`src/edag_consts.svh`:
```
// edag_consts.svh: offsets, field positions and reset values for the external debug access gate
// assumes inclusion by edag_pkg.sv and the gate module only
`ifndef EDAG_CONSTS_SVH
`define EDAG_CONSTS_SVH
`define EDAG_ADDR_CONFIG     4'h0
`define EDAG_ADDR_EXT        4'h1
`define EDAG_ADDR_STATUS     4'h2
`define EDAG_BIT_TRACE_DIS   22
`define EDAG_BIT_PERF_DIS    21
`define EDAG_BIT_DBG_DIS     20
`define EDAG_BIT_TRACE_EXT   2
`define EDAG_BIT_PERF_EXT    1
`define EDAG_BIT_DBG_EXT     0
`define EDAG_RST_DIS         1'h0
`define EDAG_RST_EXT         1'h0
`endif

```
`src/edag_pkg.sv`:
```
// edag_pkg.sv: types for the external debug access gate
// assumes edag_consts.svh is on the include path
`include "edag_consts.svh"
package edag_pkg;
  typedef enum logic [1:0] {
    EDAG_SEC_ROOT      = 2'h0,
    EDAG_SEC_SECURE    = 2'h1,
    EDAG_SEC_REALM     = 2'h2,
    EDAG_SEC_NONSECURE = 2'h3
  } edag_sec_type;
  typedef enum logic [1:0] {
    EDAG_GRP_TRACE = 2'h0,
    EDAG_GRP_PERF  = 2'h1,
    EDAG_GRP_DBG   = 2'h2,
    EDAG_GRP_NONE  = 2'h3
  } edag_grp_type;
  typedef struct packed {
    logic [2:0]  dis;
    logic [2:0]  ext;
    logic        acc_grant;
    logic        acc_refuse;
    logic [31:0] rdata;
    logic [2:0]  refuse_seen;
  } edag_state_type;
endpackage : edag_pkg

```
`src/edag_gate.sv`:
```
// edag_gate.sv: permission check for external debugger accesses to trace, perfmon and debug registers
// assumes one clock, synchronous warm reset, a same-clock debugger request port and a plain register port
`timescale 1ns/10ps
`default_nettype none
`include "edag_consts.svh"
module edag_gate (
  // clock and reset
  input  wire logic                  i_clk,
  input  wire logic                  i_rst_n,
  // feature straps
  input  wire logic                  i_realm_feature,
  input  wire logic                  i_trace_buffer_feature,
  input  wire logic                  i_perfmon_feature,
  input  wire logic                  i_debug_v84_feature,
  input  wire logic                  i_highest_exception_level,
  input  wire logic                  i_nonsecure_select,
  input  wire logic                  i_auth_override,
  // register port
  input  wire logic [3:0]            i_reg_addr,
  input  wire logic [31:0]           i_reg_wdata,
  input  wire logic                  i_reg_wr,
  input  wire logic                  i_reg_rd,
  output logic [31:0]                o_reg_rdata,
  // debugger request
  input  wire logic                  i_dbg_req,
  input  wire edag_pkg::edag_grp_type i_dbg_grp,
  input  wire edag_pkg::edag_sec_type i_dbg_sec,
  // answer to debugger
  output logic                       o_dbg_grant,
  output logic                       o_dbg_refuse
);
  import edag_pkg::*;

  ////////////////////////////////////////////////////////////////////////////
  // straps are static but come from pins: two flip-flops each
  logic [6:0] strap_meta;
  logic [6:0] strap_sync;
  always_ff @(posedge i_clk) begin
    if (!i_rst_n) begin
      strap_meta <= 7'h00;
      strap_sync <= 7'h00;
    end else begin
      strap_meta <= {i_realm_feature, i_trace_buffer_feature, i_perfmon_feature, i_debug_v84_feature,
                     i_highest_exception_level, i_nonsecure_select, i_auth_override};
      strap_sync <= strap_meta;
    end
  end
  logic realm_ft;
  logic tbuf_ft;
  logic pmu_ft;
  logic v84_ft;
  logic top_el_ft;
  logic ns_sel;
  logic auth_ovr;
  assign {realm_ft, tbuf_ft, pmu_ft, v84_ft, top_el_ft, ns_sel, auth_ovr} = strap_sync;

  ////////////////////////////////////////////////////////////////////////////
  // group implemented: index 2 trace, 1 perfmon, 0 debug
  function automatic logic grp_present(input logic [1:0] idx, input logic trbe, input logic pmu);
    unique case (idx)
      2'h2:    grp_present = trbe;
      2'h1:    grp_present = pmu;
      default: grp_present = 1'b1;
    endcase
  endfunction

  // realm pairing of extension and disable, shared by all three groups
  function automatic logic realm_permit(input logic ext, input logic dis, input edag_sec_type sec);
    unique case ({ext, dis})
      2'b00: realm_permit = 1'b1;
      2'b01: realm_permit = (sec == EDAG_SEC_ROOT) || (sec == EDAG_SEC_SECURE);
      2'b10: realm_permit = (sec == EDAG_SEC_ROOT) || (sec == EDAG_SEC_REALM);
      2'b11: realm_permit = (sec == EDAG_SEC_ROOT);
    endcase
  endfunction

  ////////////////////////////////////////////////////////////////////////////
  edag_state_type st;
  edag_state_type next_st;

  // effective disables: with no realm feature, no top level and non-secure select low they read as one
  logic [2:0] eff_dis;
  logic       force_dis;
  assign force_dis = !realm_ft && !top_el_ft && !ns_sel;
  genvar g;
  generate
    for (g = 0; g < 3; g++) begin : g_eff
      assign eff_dis[g] = st.dis[g] || force_dis;
    end
  endgenerate

  logic permit;
  logic [1:0] gidx;
  always_comb begin
    gidx   = 2'h0;
    permit = 1'b0;
    unique case (i_dbg_grp)
      EDAG_GRP_TRACE: gidx = 2'h2;
      EDAG_GRP_PERF:  gidx = 2'h1;
      EDAG_GRP_DBG:   gidx = 2'h0;
      EDAG_GRP_NONE:  gidx = 2'h0;
    endcase
    if (i_dbg_grp == EDAG_GRP_NONE) begin
      permit = 1'b1;
    end else if (!grp_present(gidx, tbuf_ft, pmu_ft)) begin
      permit = 1'b1;
    end else if (realm_ft) begin
      permit = realm_permit(st.ext[gidx], st.dis[gidx], i_dbg_sec);
    end else if (gidx == 2'h1 && !v84_ft) begin
      permit = !eff_dis[gidx] || auth_ovr;
    end else begin
      permit = !(eff_dis[gidx] && i_dbg_sec == EDAG_SEC_NONSECURE);
    end
  end

  ////////////////////////////////////////////////////////////////////////////
  logic [31:0] cfg_view;
  logic [31:0] ext_view;
  always_comb begin
    next_st            = st;
    next_st.acc_grant  = 1'b0;
    next_st.acc_refuse = 1'b0;
    cfg_view = 32'h0000_0000;
    ext_view = 32'h0000_0000;
    cfg_view[`EDAG_BIT_TRACE_DIS] = st.dis[2] && tbuf_ft;
    cfg_view[`EDAG_BIT_PERF_DIS]  = st.dis[1] && pmu_ft;
    cfg_view[`EDAG_BIT_DBG_DIS]   = st.dis[0];
    ext_view[`EDAG_BIT_TRACE_EXT] = st.ext[2] && realm_ft && tbuf_ft;
    ext_view[`EDAG_BIT_PERF_EXT]  = st.ext[1] && realm_ft && pmu_ft;
    ext_view[`EDAG_BIT_DBG_EXT]   = st.ext[0] && realm_ft;
    if (i_reg_wr) begin
      unique case (i_reg_addr)
        `EDAG_ADDR_CONFIG: begin
          next_st.dis = {i_reg_wdata[`EDAG_BIT_TRACE_DIS] && tbuf_ft,
                         i_reg_wdata[`EDAG_BIT_PERF_DIS] && pmu_ft,
                         i_reg_wdata[`EDAG_BIT_DBG_DIS]};
        end
        `EDAG_ADDR_EXT: begin
          next_st.ext = {i_reg_wdata[`EDAG_BIT_TRACE_EXT], i_reg_wdata[`EDAG_BIT_PERF_EXT],
                         i_reg_wdata[`EDAG_BIT_DBG_EXT]} & {3{realm_ft}};
        end
        `EDAG_ADDR_STATUS: begin
          next_st.refuse_seen = st.refuse_seen & ~i_reg_wdata[2:0];
        end
        default: begin
        end
      endcase
    end
    if (i_dbg_req) begin
      next_st.acc_grant  = permit;
      next_st.acc_refuse = !permit;
      if (!permit && i_dbg_grp != EDAG_GRP_NONE) begin
        next_st.refuse_seen[gidx] = 1'b1;                                           // set wins over clear
      end
    end
    next_st.rdata = 32'h0000_0000;
    if (i_reg_rd) begin
      unique case (i_reg_addr)
        `EDAG_ADDR_CONFIG: next_st.rdata = cfg_view;
        `EDAG_ADDR_EXT:    next_st.rdata = ext_view;
        `EDAG_ADDR_STATUS: next_st.rdata = {29'h0000_0000, st.refuse_seen};
        default:           next_st.rdata = 32'h0000_0000;
      endcase
    end
  end

  always_ff @(posedge i_clk) begin
    if (!i_rst_n) begin
      st.dis         <= {3{`EDAG_RST_DIS}};
      st.ext         <= {3{`EDAG_RST_EXT}};
      st.acc_grant   <= 1'b0;
      st.acc_refuse  <= 1'b0;
      st.rdata       <= 32'h0000_0000;
      st.refuse_seen <= 3'h0;
    end else begin
      st <= next_st;
    end
  end

  assign o_reg_rdata  = st.rdata;
  assign o_dbg_grant  = st.acc_grant;
  assign o_dbg_refuse = st.acc_refuse;
endmodule : edag_gate
`default_nettype wire

```
`config.mk`:
```
export PLATFORM = sky130hd
export DESIGN_NAME = edag_gate
export DESIGN_NICKNAME = d
export VERILOG_FILES = /design/src/edag_pkg.sv /design/src/edag_gate.sv
export VERILOG_INCLUDE_DIRS = /design/src
export SDC_FILE = /design/constraint.sdc
export NUM_CORES = 1
export LEC_CHECK = 0
export ABC_AREA = 1
export CORE_MARGIN = 3
export CORE_UTILIZATION = 65
export CTS_BUF_LIST = sky130_fd_sc_hd__clkbuf_8 sky130_fd_sc_hd__clkbuf_16
export CTS_CLUSTER_SIZE = 10
export DETAILED_ROUTE_END_ITERATION = 7
export DONT_BUFFER_PORTS = 1
export HOLD_SLACK_MARGIN = 0.08
export PLACE_DENSITY = 0.81
export SKIP_CTS_REPAIR_TIMING = 1
export SYNTH_ARGS = -nofsm -noshare
export SYNTH_HDL_FRONTEND = slang
export SYNTH_SLANG_ARGS = --single-unit
```
`constraint.sdc`:
```
create_clock -name i_clk -period 4.5 [get_ports i_clk]
set_clock_uncertainty 0.2 [all_clocks]
set_input_delay 0 -clock i_clk [delete_from_list [all_inputs] [get_ports i_clk]]
set_output_delay 0 -clock i_clk [all_outputs]
set_load 0.005 [all_outputs]
```
* After elaboration in Yosys (flattened, before gate mapping) *
Cells that the tools add are included.

word-level totals
  bits in registers = 57
  input bits = 52
  output and inout port bits = 34
  logic and storage cells = 86

operators by class
  magnitude comparators = 2
  equal/unequal tests = 14
  mux-type cells = 21
  bitwise operators = 4
  reductions and logical operators = 37

operator list
  cell                  count
  $pmux W23 S3          1
  $logic_and A1 B1 Y1   15
  $eq A2 B2 Y1 const B  7
  $mux W3               4
  $mux W1               9
  $eq A2 B1 Y1 const B  4
  $reduce_and A2 Y1     4
  $logic_not A1 Y1      7
  $and A3 B3 Y3         2
  $bmux W1 S2           3
  $logic_not A2 Y1      3
  $logic_or A1 B1 Y1    6
  $pmux W2 S3           1
  $eq A4 B1 Y1 const B  1
  $eq A4 B2 Y1 const B  1
  $logic_not A4 Y1      1
  $pmux W1 S4           1
  $lt A2 B3 Y1 const B  1
  $not A3 Y3            1
  $or A3 B3 Y3          1
  $demux W1 S2          1
  $ge A2 B1 Y1 const B  1
  $ne A2 B2 Y1 const B  1
  $pmux W1 S2           1
  $reduce_or A2 Y1      1

* Longest topological paths before layout *
Gate-level depths: netlist of the first run.

  word-level depth = 16
  depth in mapped cells = 13
  depth with buffers taken out = 13

* Worst setup path after synthesis of the first run *
No wires, ideal clock.

  kind = register to register
  from = reg st (netlist bit cfg_view[20])
  to = reg st (netlist bit o_dbg_grant)
  setup time = 110 ps
  arrival = 1354 ps
  data required time = 4190 ps
  setup slack = 2836 ps
  cell stages (with the launch flop) = 13
  buffers on the path = 0
  period minus slack after synthesis = 1664 ps
  cells stage by stage = dfxtp_1 > inv_1 > nand2_1 > nand3_4 > ha_1 > o21ai_0 > nor2_1 > a21oi_1 > nand2_1 > nand2_2 > nand3_1 > nand3_1 > inv_1

between the ends
  cells in the longest elaborated chain, start to end = 9
  elaborated cells between the ends (all ways) = 18
  classes of those cells = eq/ne (3); mux (9); reduce/logical (6)

ends and longest elaborated chain
  what                                                 RTL line          text
  start: declaration                                   edag_gate.sv:78   edag_state_type st;
  start signal: assignment                             edag_gate.sv:176  st <= next_st;
  branches (longest 6 deep; another with $pmux W1 S4)  n/a
  $mux W1 (*)                                          edag_gate.sv:107  end else if (realm_ft) begin
  $mux W1 (*)                                          edag_gate.sv:105  end else if (!grp_present(gidx, tbuf_ft, pmu_ft)) begin
  $mux W1 (*)                                          edag_gate.sv:103  if (i_dbg_grp == EDAG_GRP_NONE) begin

Mark *: on every way between the ends. The select of a mux whose other input is x is not followed.
A chain may end at the register's enable or synchronous reset.

* Worst setup path in the final report of the first run *
  from = in i_reg_addr[1]
  to = reg st[38] in the netlist's numbering

between the ends
  cells in the longest elaborated chain, start to end = 2

ends and longest elaborated chain
  what                         RTL line          text
  start: declaration           edag_gate.sv:19   input wire logic [3:0] i_reg_addr,
  $eq A4 B1 Y1                 edag_gate.sv:132  unique case (i_reg_addr)
  $reduce_and A2 Y1 (no line)  n/a

No other way between the ends.

==> results of run 1 <==
-- critical path, stage by stage --
cell,delay [ns]
dlygate4sd3_1,0.56
inv_1,0.12
nand3_1,0.08
dlygate4sd3_1,0.57
nor2_1,0.34
nand3_1,0.16
dlygate4sd3_1,0.59
a21oi_1,0.12
dlygate4sd3_1,0.57
-- sequential cells by signal, indices dropped and copies added (netlist names) --
| signal | cells |
|---|---|
| st | 8 |
| o_dbg_grant | 1 |
| o_dbg_refuse | 1 |
| cfg_view | 1 |
| o_reg_rdata | 6 |
| strap_meta | 7 |
| strap_sync | 7 |
-- stage by stage --
stage | total power [mW] | util (%) | area, um^2 | worst slack (ns)
global route | 0.615 | 91.7 | 1890 | 1.33
detailed placement | 0.328 | 66.4 | 1370 | 2.69
CTS | 0.555 | 71.3 | 1470 | 2.65
global placement | 0.326 | 66.4 | 1370 | 2.73
finish | 0.589 | 91.7 | 1890 | 1.41
floorplan | 0.342 | - | 1590 | 2.84
-- layout make-up --
type	instances	area, um^2
flip-flops and latches	31	621
clock buffers	7	96.3
well taps	27	33.8
fillers	82	171
multi-input cells	124	599
clock inverters	1	3.75
repair buffers	42	420
inverters	31	116
-- power breakdown --
group          switching (mW)  internal, mW
combinational          0.0386        0.0297
clock                  0.0970         0.137
sequential            0.00398         0.283
-- path summary, 6_finish.rpt --
path | from | endpoint | slack, ns | depth (start not counted)
max | i_reg_addr[1] | st[38] | 1.41 | 9
min | i_reg_addr[2] | o_reg_rdata[2] | 0.07 | 5
min reg2reg | strap_meta[1] | strap_sync[1] | 0.21 | 2
max reg2reg | st[42] | st[1] | 1.80 | 12
-- cells in the mapped netlist --
cell	n	area (um^2)
a211oi_1	2	15.0
a21oi_1	11	55.1
a21oi_4	1	16.3
a32oi_1	2	17.5
buf_2	1	5.00
buf_4	32	240
clkbuf_1	2	7.51
clkinv_1	1	3.75
conb_1	1	3.75
dfxtp_1	31	621
ha_1	1	12.5
inv_1	28	105
inv_2	2	7.51
nand2_1	38	143
nand2_2	4	25.0
nand3_1	13	65.1
nand3_2	2	20.0
nand3_4	1	17.5
nand4_1	4	25.0
nor2_1	11	41.3
nor2_2	1	6.26
nor3_1	2	10.0
nor3_2	1	10.0
o21ai_0	2	10.0
o22ai_1	1	6.26
or2_2	1	6.26
-- routing by layer --
metal / global-route usage [%] / share of wire (%) / wire, um / vias to the layer above
met5: 0 / 0 / 0 / -
met4: 3.83 / 5.8 / 240 / 0
li1: - / - / - / 628
met3: 8.86 / 11 / 472 / 31
met1: 20.3 / 34 / 1420 / 586
met2: 33.5 / 48 / 2010 / 141
-- placed cells by master (no fill, tap or decap), types with 2 or more instances in the layout --
master,count
dlygate4sd3_1,42
nand2_1,38
dfxtp_1,31
inv_1,29
conb_1,26
nand3_1,13
nor2_1,11
a21oi_1,11
clkbuf_8,7
nand2_2,4
nand4_1,4
inv_2,2
nand3_2,2
nor3_1,2
a32oi_1,2
a211oi_1,2
o21ai_0,2
-- cells by family (layout without fill, tap and decap cells) --
group | count (synthesis) | in the layout
flops | 31 | 31
fa+ha+maj | 1 | 1
other cells | 1 | 26
simple gates | 78 | 78
compound gates | 19 | 19
buf+inv | 66 | 81
==> qor.csv, run 1 <==
metric,value,unit
setup_violations,0,
grt_max_degree,19,
syn_inst,196,
cp-start-kind,input pin,
wl,4.15,mm
cts_tree,done,
track_usage,18.9,%
crit_arrival,3.11,ns
p_per_area,312,mW/mm^2
port_buffers,0,
hold_ws,0.0706,ns
fmax,0.323,GHz
num_vias,1386,
synth_xor_area_share,0,%
io_pins,86,
wl_per_cell,15.8,um
die-width,54.0,um
cts-root-buf,clkbuf_8,
hold_class,input pin to flop,
synthAdderAreaFrac,0.837,%
synth_top_family_by_area,simple AND/OR/NAND/NOR gates,
cp.required,4.52,ns
first_global_vias,936,
remaining_drc_errors,0,
yosysWarnings,0,
diodes,0,
grt_setup_unrepaired,no,
cts_made_buffers,5,
clock_sinks,31,
clock_path_buffers,2,
placed_cells,213,
start_util,72.5,%
dp_hpwl,1.93,mm
nets,288,
synth-compound-area-share,8.03,%
drt_first_iter_violations,110,
ant_nets,0,
status,"finished, final reports clean",
antenna_found_initial,0,
htree_levels,2,
synthSimpleGateAreaFrac,24.7,%
fin_cells,263,
synth_cell_types,26,
drt-vias-per-instance,5.27,
vdd_ir_drop_max,0.000346,V
insertion_delay,0.28,ns
row_count,16,
finalCritPeriodShare,68.7,%
die-area,0.00291,mm^2
gp_congestion,0.847,
slew_headroom,57.2,%
grt_pass1_wl,3.91,mm
fp.dieH,54.0,um
synth_area_per_cell,7.63,um^2
worst_pin_slew,0.641,ns
tns,0,ns
synth_area,0.00150,mm^2
seq_area_frac_synth,41.5,%
core-area,0.00206,mm^2
maxCapViolations,0,
post-route-min-period,3.09,ns
cp_max_fo,6,
worstSetupEndpointType,flop,
hold_viol,0,
p_leak,0.902,nW
drv_slew,0,
drive_above_1_share,8.47,%
drtPass1Iterations,5,
synthMuxAreaShare,0,%
crit_type,input pin to flop,
syn2layout_area_growth,26.4,%
overflow,0,
synth_seq_cells,31,
cts.clk_slew.worst_paths,0.07,ns
Note: power is estimated with default switching activity, not from simulation.
==> inputs of run 2 (changes only) <==
Settings changed: CORE_UTILIZATION 65 to 61, PLACE_DENSITY 0.81 to 0.77.
Clock period 4.5 ns to 3.1 ns, I/O delays scaled along.
==> run 2 against run 1 <==
  * The flow now finishes with violations (setup timing)
  * Sequential cell count unchanged
  * Final area up 0.60%
  * First-iteration DRC count down 65%
  * Register-to-register slack lost 1.3 ns
  * Non-clock buffer count is 1 higher
  * Die area increased by 5.8%
  * Wire length fell by 16%
  * Core utilization fell by 8.1 points
  * Via count down 6.6%
  * Critical path type unchanged
==> qor.csv, run 2 (same netlist as run 1, synthesis figures left out) <==
metric,value,unit,change
r2r_cells,6,,-6
hold_path_depth,3,,-2
hold_viol,0,,unchanged
htree_levels,2,,unchanged
rr_startpoint,strap_sync[6],,
mostFrequentLayoutCell,dlygate4sd3_1,,
crit_arrival,3.13,ns,+0.02 ns
seqCellArea,621,um^2,unchanged
status,"finished, violations left",,
largest_reg_flops,8,,unchanged
die-width,55.5,um,+2.9%
multi_input_area,599,um^2,unchanged
worstSetupEndpointType,flop,,
grt_max_degree,19,,unchanged
remaining_drc_errors,0,,unchanged
p_per_area,451,mW/mm^2,+45%
first_global_vias,954,,+1.9%
post-route-min-period,3.11,ns,
topRoutingLayerUsed,met4,,
core-area,0.00228,mm^2,+10%
fp.dieH,55.5,um,+2.9%
final_cell_mix,"43 x dlygate4sd3_1, 38 x nand2_1, 31 x dfxtp_1",,
maxCapViolations,0,,unchanged
diodes,0,,unchanged
ant_nets,0,,unchanged
drt_first_iter_violations,38,,-65%
largestRegisters,"st (8), strap_meta (7), strap_sync (7)",,
fin_ws,-0.00581,ns,-1.41 ns
finalCritPeriodShare,100,%,
min_from,i_highest_exception_level,,
r2r-end,st[39],,
setup_violations,1,,+1
slew_headroom,58.9,%,+1.8 points
cts_tree,done,,
crit_type,input pin to flop,,
hold_ws,0.154,ns,+0.0834 ns
cp_max_fo,6,,unchanged
hold_path_end,strap_meta[2],,
slowest_delay,0.61,ns,+0.02 ns
vdd_ir_drop_max,0.000429,V,+24%
nets,289,,+0.35%
insertion_delay,0.29,ns,about the same
drtPass1Iterations,4,,-1
final_core_util,83.6,%,-8.1 points
grt_pass1_wl,3.91,mm,-0.18%
io_pins,86,,unchanged
cp.required,3.12,ns,-1.40 ns
critPathBufInv,5,,unchanged
reg2reg_setup_slack,0.53,ns,-1.27 ns
row_count,17,,+1
fill_cells,143,,+74%
num_vias,1295,,-6.6%
drive_above_1_share,8.44,%,-0.036 points
path_depth,9,,unchanged
fmax,0.322,GHz,
cp-start-kind,input pin,,
wl_met3,342,um,-28%
dp_hpwl,1.86,mm,-3.7%
drt-vias-per-instance,4.89,,-7.3%
largest_register,st,,
path_common_cell,dlygate4sd3_1,,
worst_pin_slew,0.614,ns,-0.0264 ns
violations,setup timing,,
start_util,65.7,%,-6.8 points
path_cells,dlygate4sd3_1 > inv_1 > nand3_1 > dlygate4sd3_1 > nor2_1 > nand3_1 > dlygate4sd3_1 > a21oi_1 > dlygate4sd3_1,,
drv_slew,0,,unchanged
port_buffers,0,,unchanged
clock_path_buffers,2,,unchanged
overflow,0,,unchanged
wl_met2,1.78,mm,-12%
cpLargestDelayFamily,buffers and inverters,,
syn2layout_area_growth,27.2,%,
clock_sinks,31,,unchanged
cts.clk_slew.worst_paths,0.06,ns,about the same
wl_per_cell,13.2,um,-16%
hold_class,input pin to flop,,
gp_congestion,0.829,,-2.1%
drt-met1-wl,1.30,mm,-8.8%
cts-root-buf,clkbuf_8,,
p_leak,0.902,nW,about the same
cts_made_buffers,5,,unchanged
cpMaxStageDelayCell,dlygate4sd3_1,,
antenna_found_initial,0,,unchanged
wl,3.50,mm,-16%
track_usage,16.7,%,-2.2 points
die-area,0.00308,mm^2,+5.8%
==> run 2: metal layers <==
layer	up-vias	global-route usage, %
li1	629	-
met1	582	15.1
met2	71	29.1
met3	13	9.81
met4	0	8.68
met5	-	0
==> run 2: report_power, final <==
| group | total [mW] | internal, mW | switching, mW |
|---|---|---|---|
| registers | 0.416 | 0.410 | 0.00514 |
| logic | 0.0962 | 0.0439 | 0.0523 |
| clock network | 0.347 | 0.199 | 0.148 |
==> run 2: through the flow <==
step                      cell area [um^2]  cells  worst slack, ns  power (mW)   TNS, ns
after global placement                1370    214             1.33       0.473         0
after global routing                  1900    265           -0.110       0.887    -0.231
after detailed placement              1370    214             1.24       0.476         0
after floorplan                       1590    221             1.44       0.496         0
final                                 1900    265         -0.00581       0.858  -0.00581
after CTS                             1470    222             1.22       0.814         0
==> run 2: area by class of cell <==
class                   count  share of cell area (%)
clock buffers               7                    5.07
repair buffers             43                    22.6
well taps                  28                    1.84
clock inverters             1                   0.197
flip-flops and latches     31                    32.6
multi-input cells         124                    31.5
inverters                  31                    6.12
==> run 2: worst max path at each step <==
stage / startpoint / endpoint
detailed placement: cfg_view[20] / o_dbg_grant
CTS: cfg_view[20] / o_dbg_grant
global placement: cfg_view[20] / o_dbg_grant
global route: i_reg_addr[1] / st[39]
floorplan: cfg_view[20] / o_dbg_grant
finish: i_reg_addr[1] / st[39]
==> run 2: worst reg2reg max path: stages, from the launching register on <==
cell and delay [ns]:
dfxtp_1 0.36, inv_1 0.10, nor2_1 0.35, nand3_1 0.13
dlygate4sd3_1 0.59, a21oi_1 0.16, dlygate4sd3_1 0.61
==> inputs of run 3 (changes only) <==
Settings changed: REMOVE_ABC_BUFFERS set to 1.
==> run 3 against run 2 <==
  * The run now ends clean
  * Critical path depth rose by 1
  * Clock power fell by 4%
  * Wire length is 1.9% higher
  * Global-route usage fell by 1.0 points
  * First-iteration DRC count increased by 47%
  * Fmax is 1.2% higher
  * Final area shrank 1.6%
  * Combinational power decreased by 2%
  * Core utilization shrank 1.3 points
  * Register-to-register slack about the same
  * Clock-buffer cell count unchanged
  * Setup slack gained 0.037 ns
==> qor.csv, run 3 (same netlist as run 1, synthesis figures left out) <==
metric,value,unit,change
hold_ws,0.162,ns,+0.00817 ns
slew_headroom,59.4,%,+0.51 points
final_core_util,82.2,%,-1.3 points
die-width,55.5,um,unchanged
post-route-min-period,3.07,ns,-0.0373 ns
antenna_found_initial,0,,unchanged
stdcell_area,0.00187,mm^2,-1.6%
insertion_delay,0.28,ns,about the same
grt_max_degree,19,,unchanged
clock_path_buffers,2,,unchanged
start_util,65.7,%,unchanged
vdd_ir_drop_max,0.000503,V,+17%
fmax,0.326,GHz,+1.2%
worst_pin_slew,0.607,ns,-0.00769 ns
crit_type,input pin to flop,,
mostFrequentLayoutCell,dlygate4sd3_1,,
path_cells,dlygate4sd3_1 > inv_1 > nand2_1 > dlygate4sd3_1 > nor2_1 > nand3_1 > dlygate4sd3_1 > nand2_1 > a21oi_1 > dlygate4sd3_1,,
num_vias,1371,,+5.9%
cpLargestDelayFamily,buffers and inverters,,
largest_reg_flops,8,,unchanged
setup_violations,0,,-1
gp_congestion,0.842,,+1.6%
postPlaceCellArea,0.00137,mm^2,unchanged
dp_hpwl,1.80,mm,-3.1%
p_leak,0.895,nW,-0.78%
ant_nets,0,,unchanged
drt-vias-per-instance,5.23,,+7.1%
grt_pass1_wl,3.76,mm,-3.7%
drv_slew,0,,unchanged
slowest_delay,0.60,ns,about the same
status,"finished, final reports clean",,
fin_ws,0.0315,ns,+0.0373 ns
worstSetupEndpointType,flop,,
first_global_vias,912,,-4.4%
critPathBufInv,5,,unchanged
cts_tree,done,,
wl_per_cell,13.6,um,+3.0%
row_count,17,,unchanged
placed_cells,214,,unchanged
cp-start-kind,input pin,,
io_pins,86,,unchanged
cts.clk_slew.worst_paths,0.06,ns,about the same
hold_class,input pin to flop,,
hold_viol,0,,unchanged
cp_max_fo,6,,unchanged
crit_arrival,3.04,ns,-0.09 ns
p_per_area,451,mW/mm^2,about the same
track_usage,15.7,%,-1.0 points
cts_made_buffers,5,,unchanged
clock_sinks,31,,unchanged
die-area,0.00308,mm^2,unchanged
largestRegisters,"st (8), strap_meta (7), strap_sync (7)",,
overflow,0,,unchanged
place_ws,1.27,ns,+0.0317 ns
remaining_drc_errors,0,,unchanged
finalCritPeriodShare,99.0,%,-1.2 points
drt_first_iter_violations,56,,+47%
fin_cells,262,,-1.1%
htree_levels,2,,unchanged
cp.required,3.07,ns,-0.05 ns
path_common_cell,dlygate4sd3_1,,
largest_register,st,,
syn2layout_area_growth,25.2,%,
cts-root-buf,clkbuf_8,,
final_cell_mix,"40 x dlygate4sd3_1, 38 x nand2_1, 31 x dfxtp_1",,
maxCapViolations,0,,unchanged
nets,286,,-1.0%
drive_above_1_share,8.55,%,+0.11 points
core-area,0.00228,mm^2,unchanged
wl,3.57,mm,+1.9%
cpMaxStageDelayCell,dlygate4sd3_1,,
port_buffers,0,,unchanged
diodes,0,,unchanged
fp.dieH,55.5,um,unchanged
drtPass1Iterations,4,,unchanged
## run 3: cell types whose count changed in the layout (fill, tap and decap cells not counted), sizes merged
cell / previous run / this run
dlygate4sd3: 43 / 40
## run 3: through the flow
stage / total power, mW / setup TNS (ns)
2_1_floorplan: 0.468 / 0
3_3_place_gp: 0.474 / 0
3_5_place_dp: 0.475 / 0
4_1_cts: 0.808 / 0
5_1_grt: 0.880 / -0.0346
6_report: 0.844 / 0
## run 3: layer usage
layer / share of wire (%) / track usage (%) / vias up / routed length [um]
li1: - / - / 628 / -
met1: 33 / 19.2 / 612 / 1180
met2: 50 / 22.8 / 100 / 1790
met3: 10 / 8.18 / 31 / 358
met4: 6.8 / 6.94 / 0 / 242
met5: 0 / 0 / - / 0
## run 3: worst paths after layout
check	from	end	slack, ns	depth (start not counted)
worst max-delay path	i_reg_addr[0]	st[2]	0.03	10
worst min-delay path	i_debug_v84_feature	strap_meta[3]	0.16	3
worst max register to register	strap_sync[6]	st[39]	0.52	6
worst min register to register	strap_meta[3]	strap_sync[3]	0.21	2
## run 3: worst register-to-register path: stages (launching register included)
cell and delay (ns):
dfxtp_1 0.35, inv_1 0.10, nor2_1 0.36, nand3_1 0.17, dlygate4sd3_1 0.62, a21oi_1 0.15
dlygate4sd3_1 0.57
## run 3: area by class of cell
| type | instances | area [um^2] |
|---|---|---|
| clock buffers | 7 | 96.3 |
| inverters | 31 | 116 |
| repair buffers | 40 | 400 |
| multi-input cells | 124 | 599 |
| flip-flops and latches | 31 | 621 |
| fillers | 128 | 404 |
| well taps | 28 | 35.0 |
| clock inverters | 1 | 3.75 |
## run 3: power by group
group	total [mW]	switching, mW	internal (mW)
Clock	0.334	0.135	0.199
Sequential	0.416	0.00546	0.411
Combinational	0.0943	0.0518	0.0425
Total	0.844	0.193	0.652
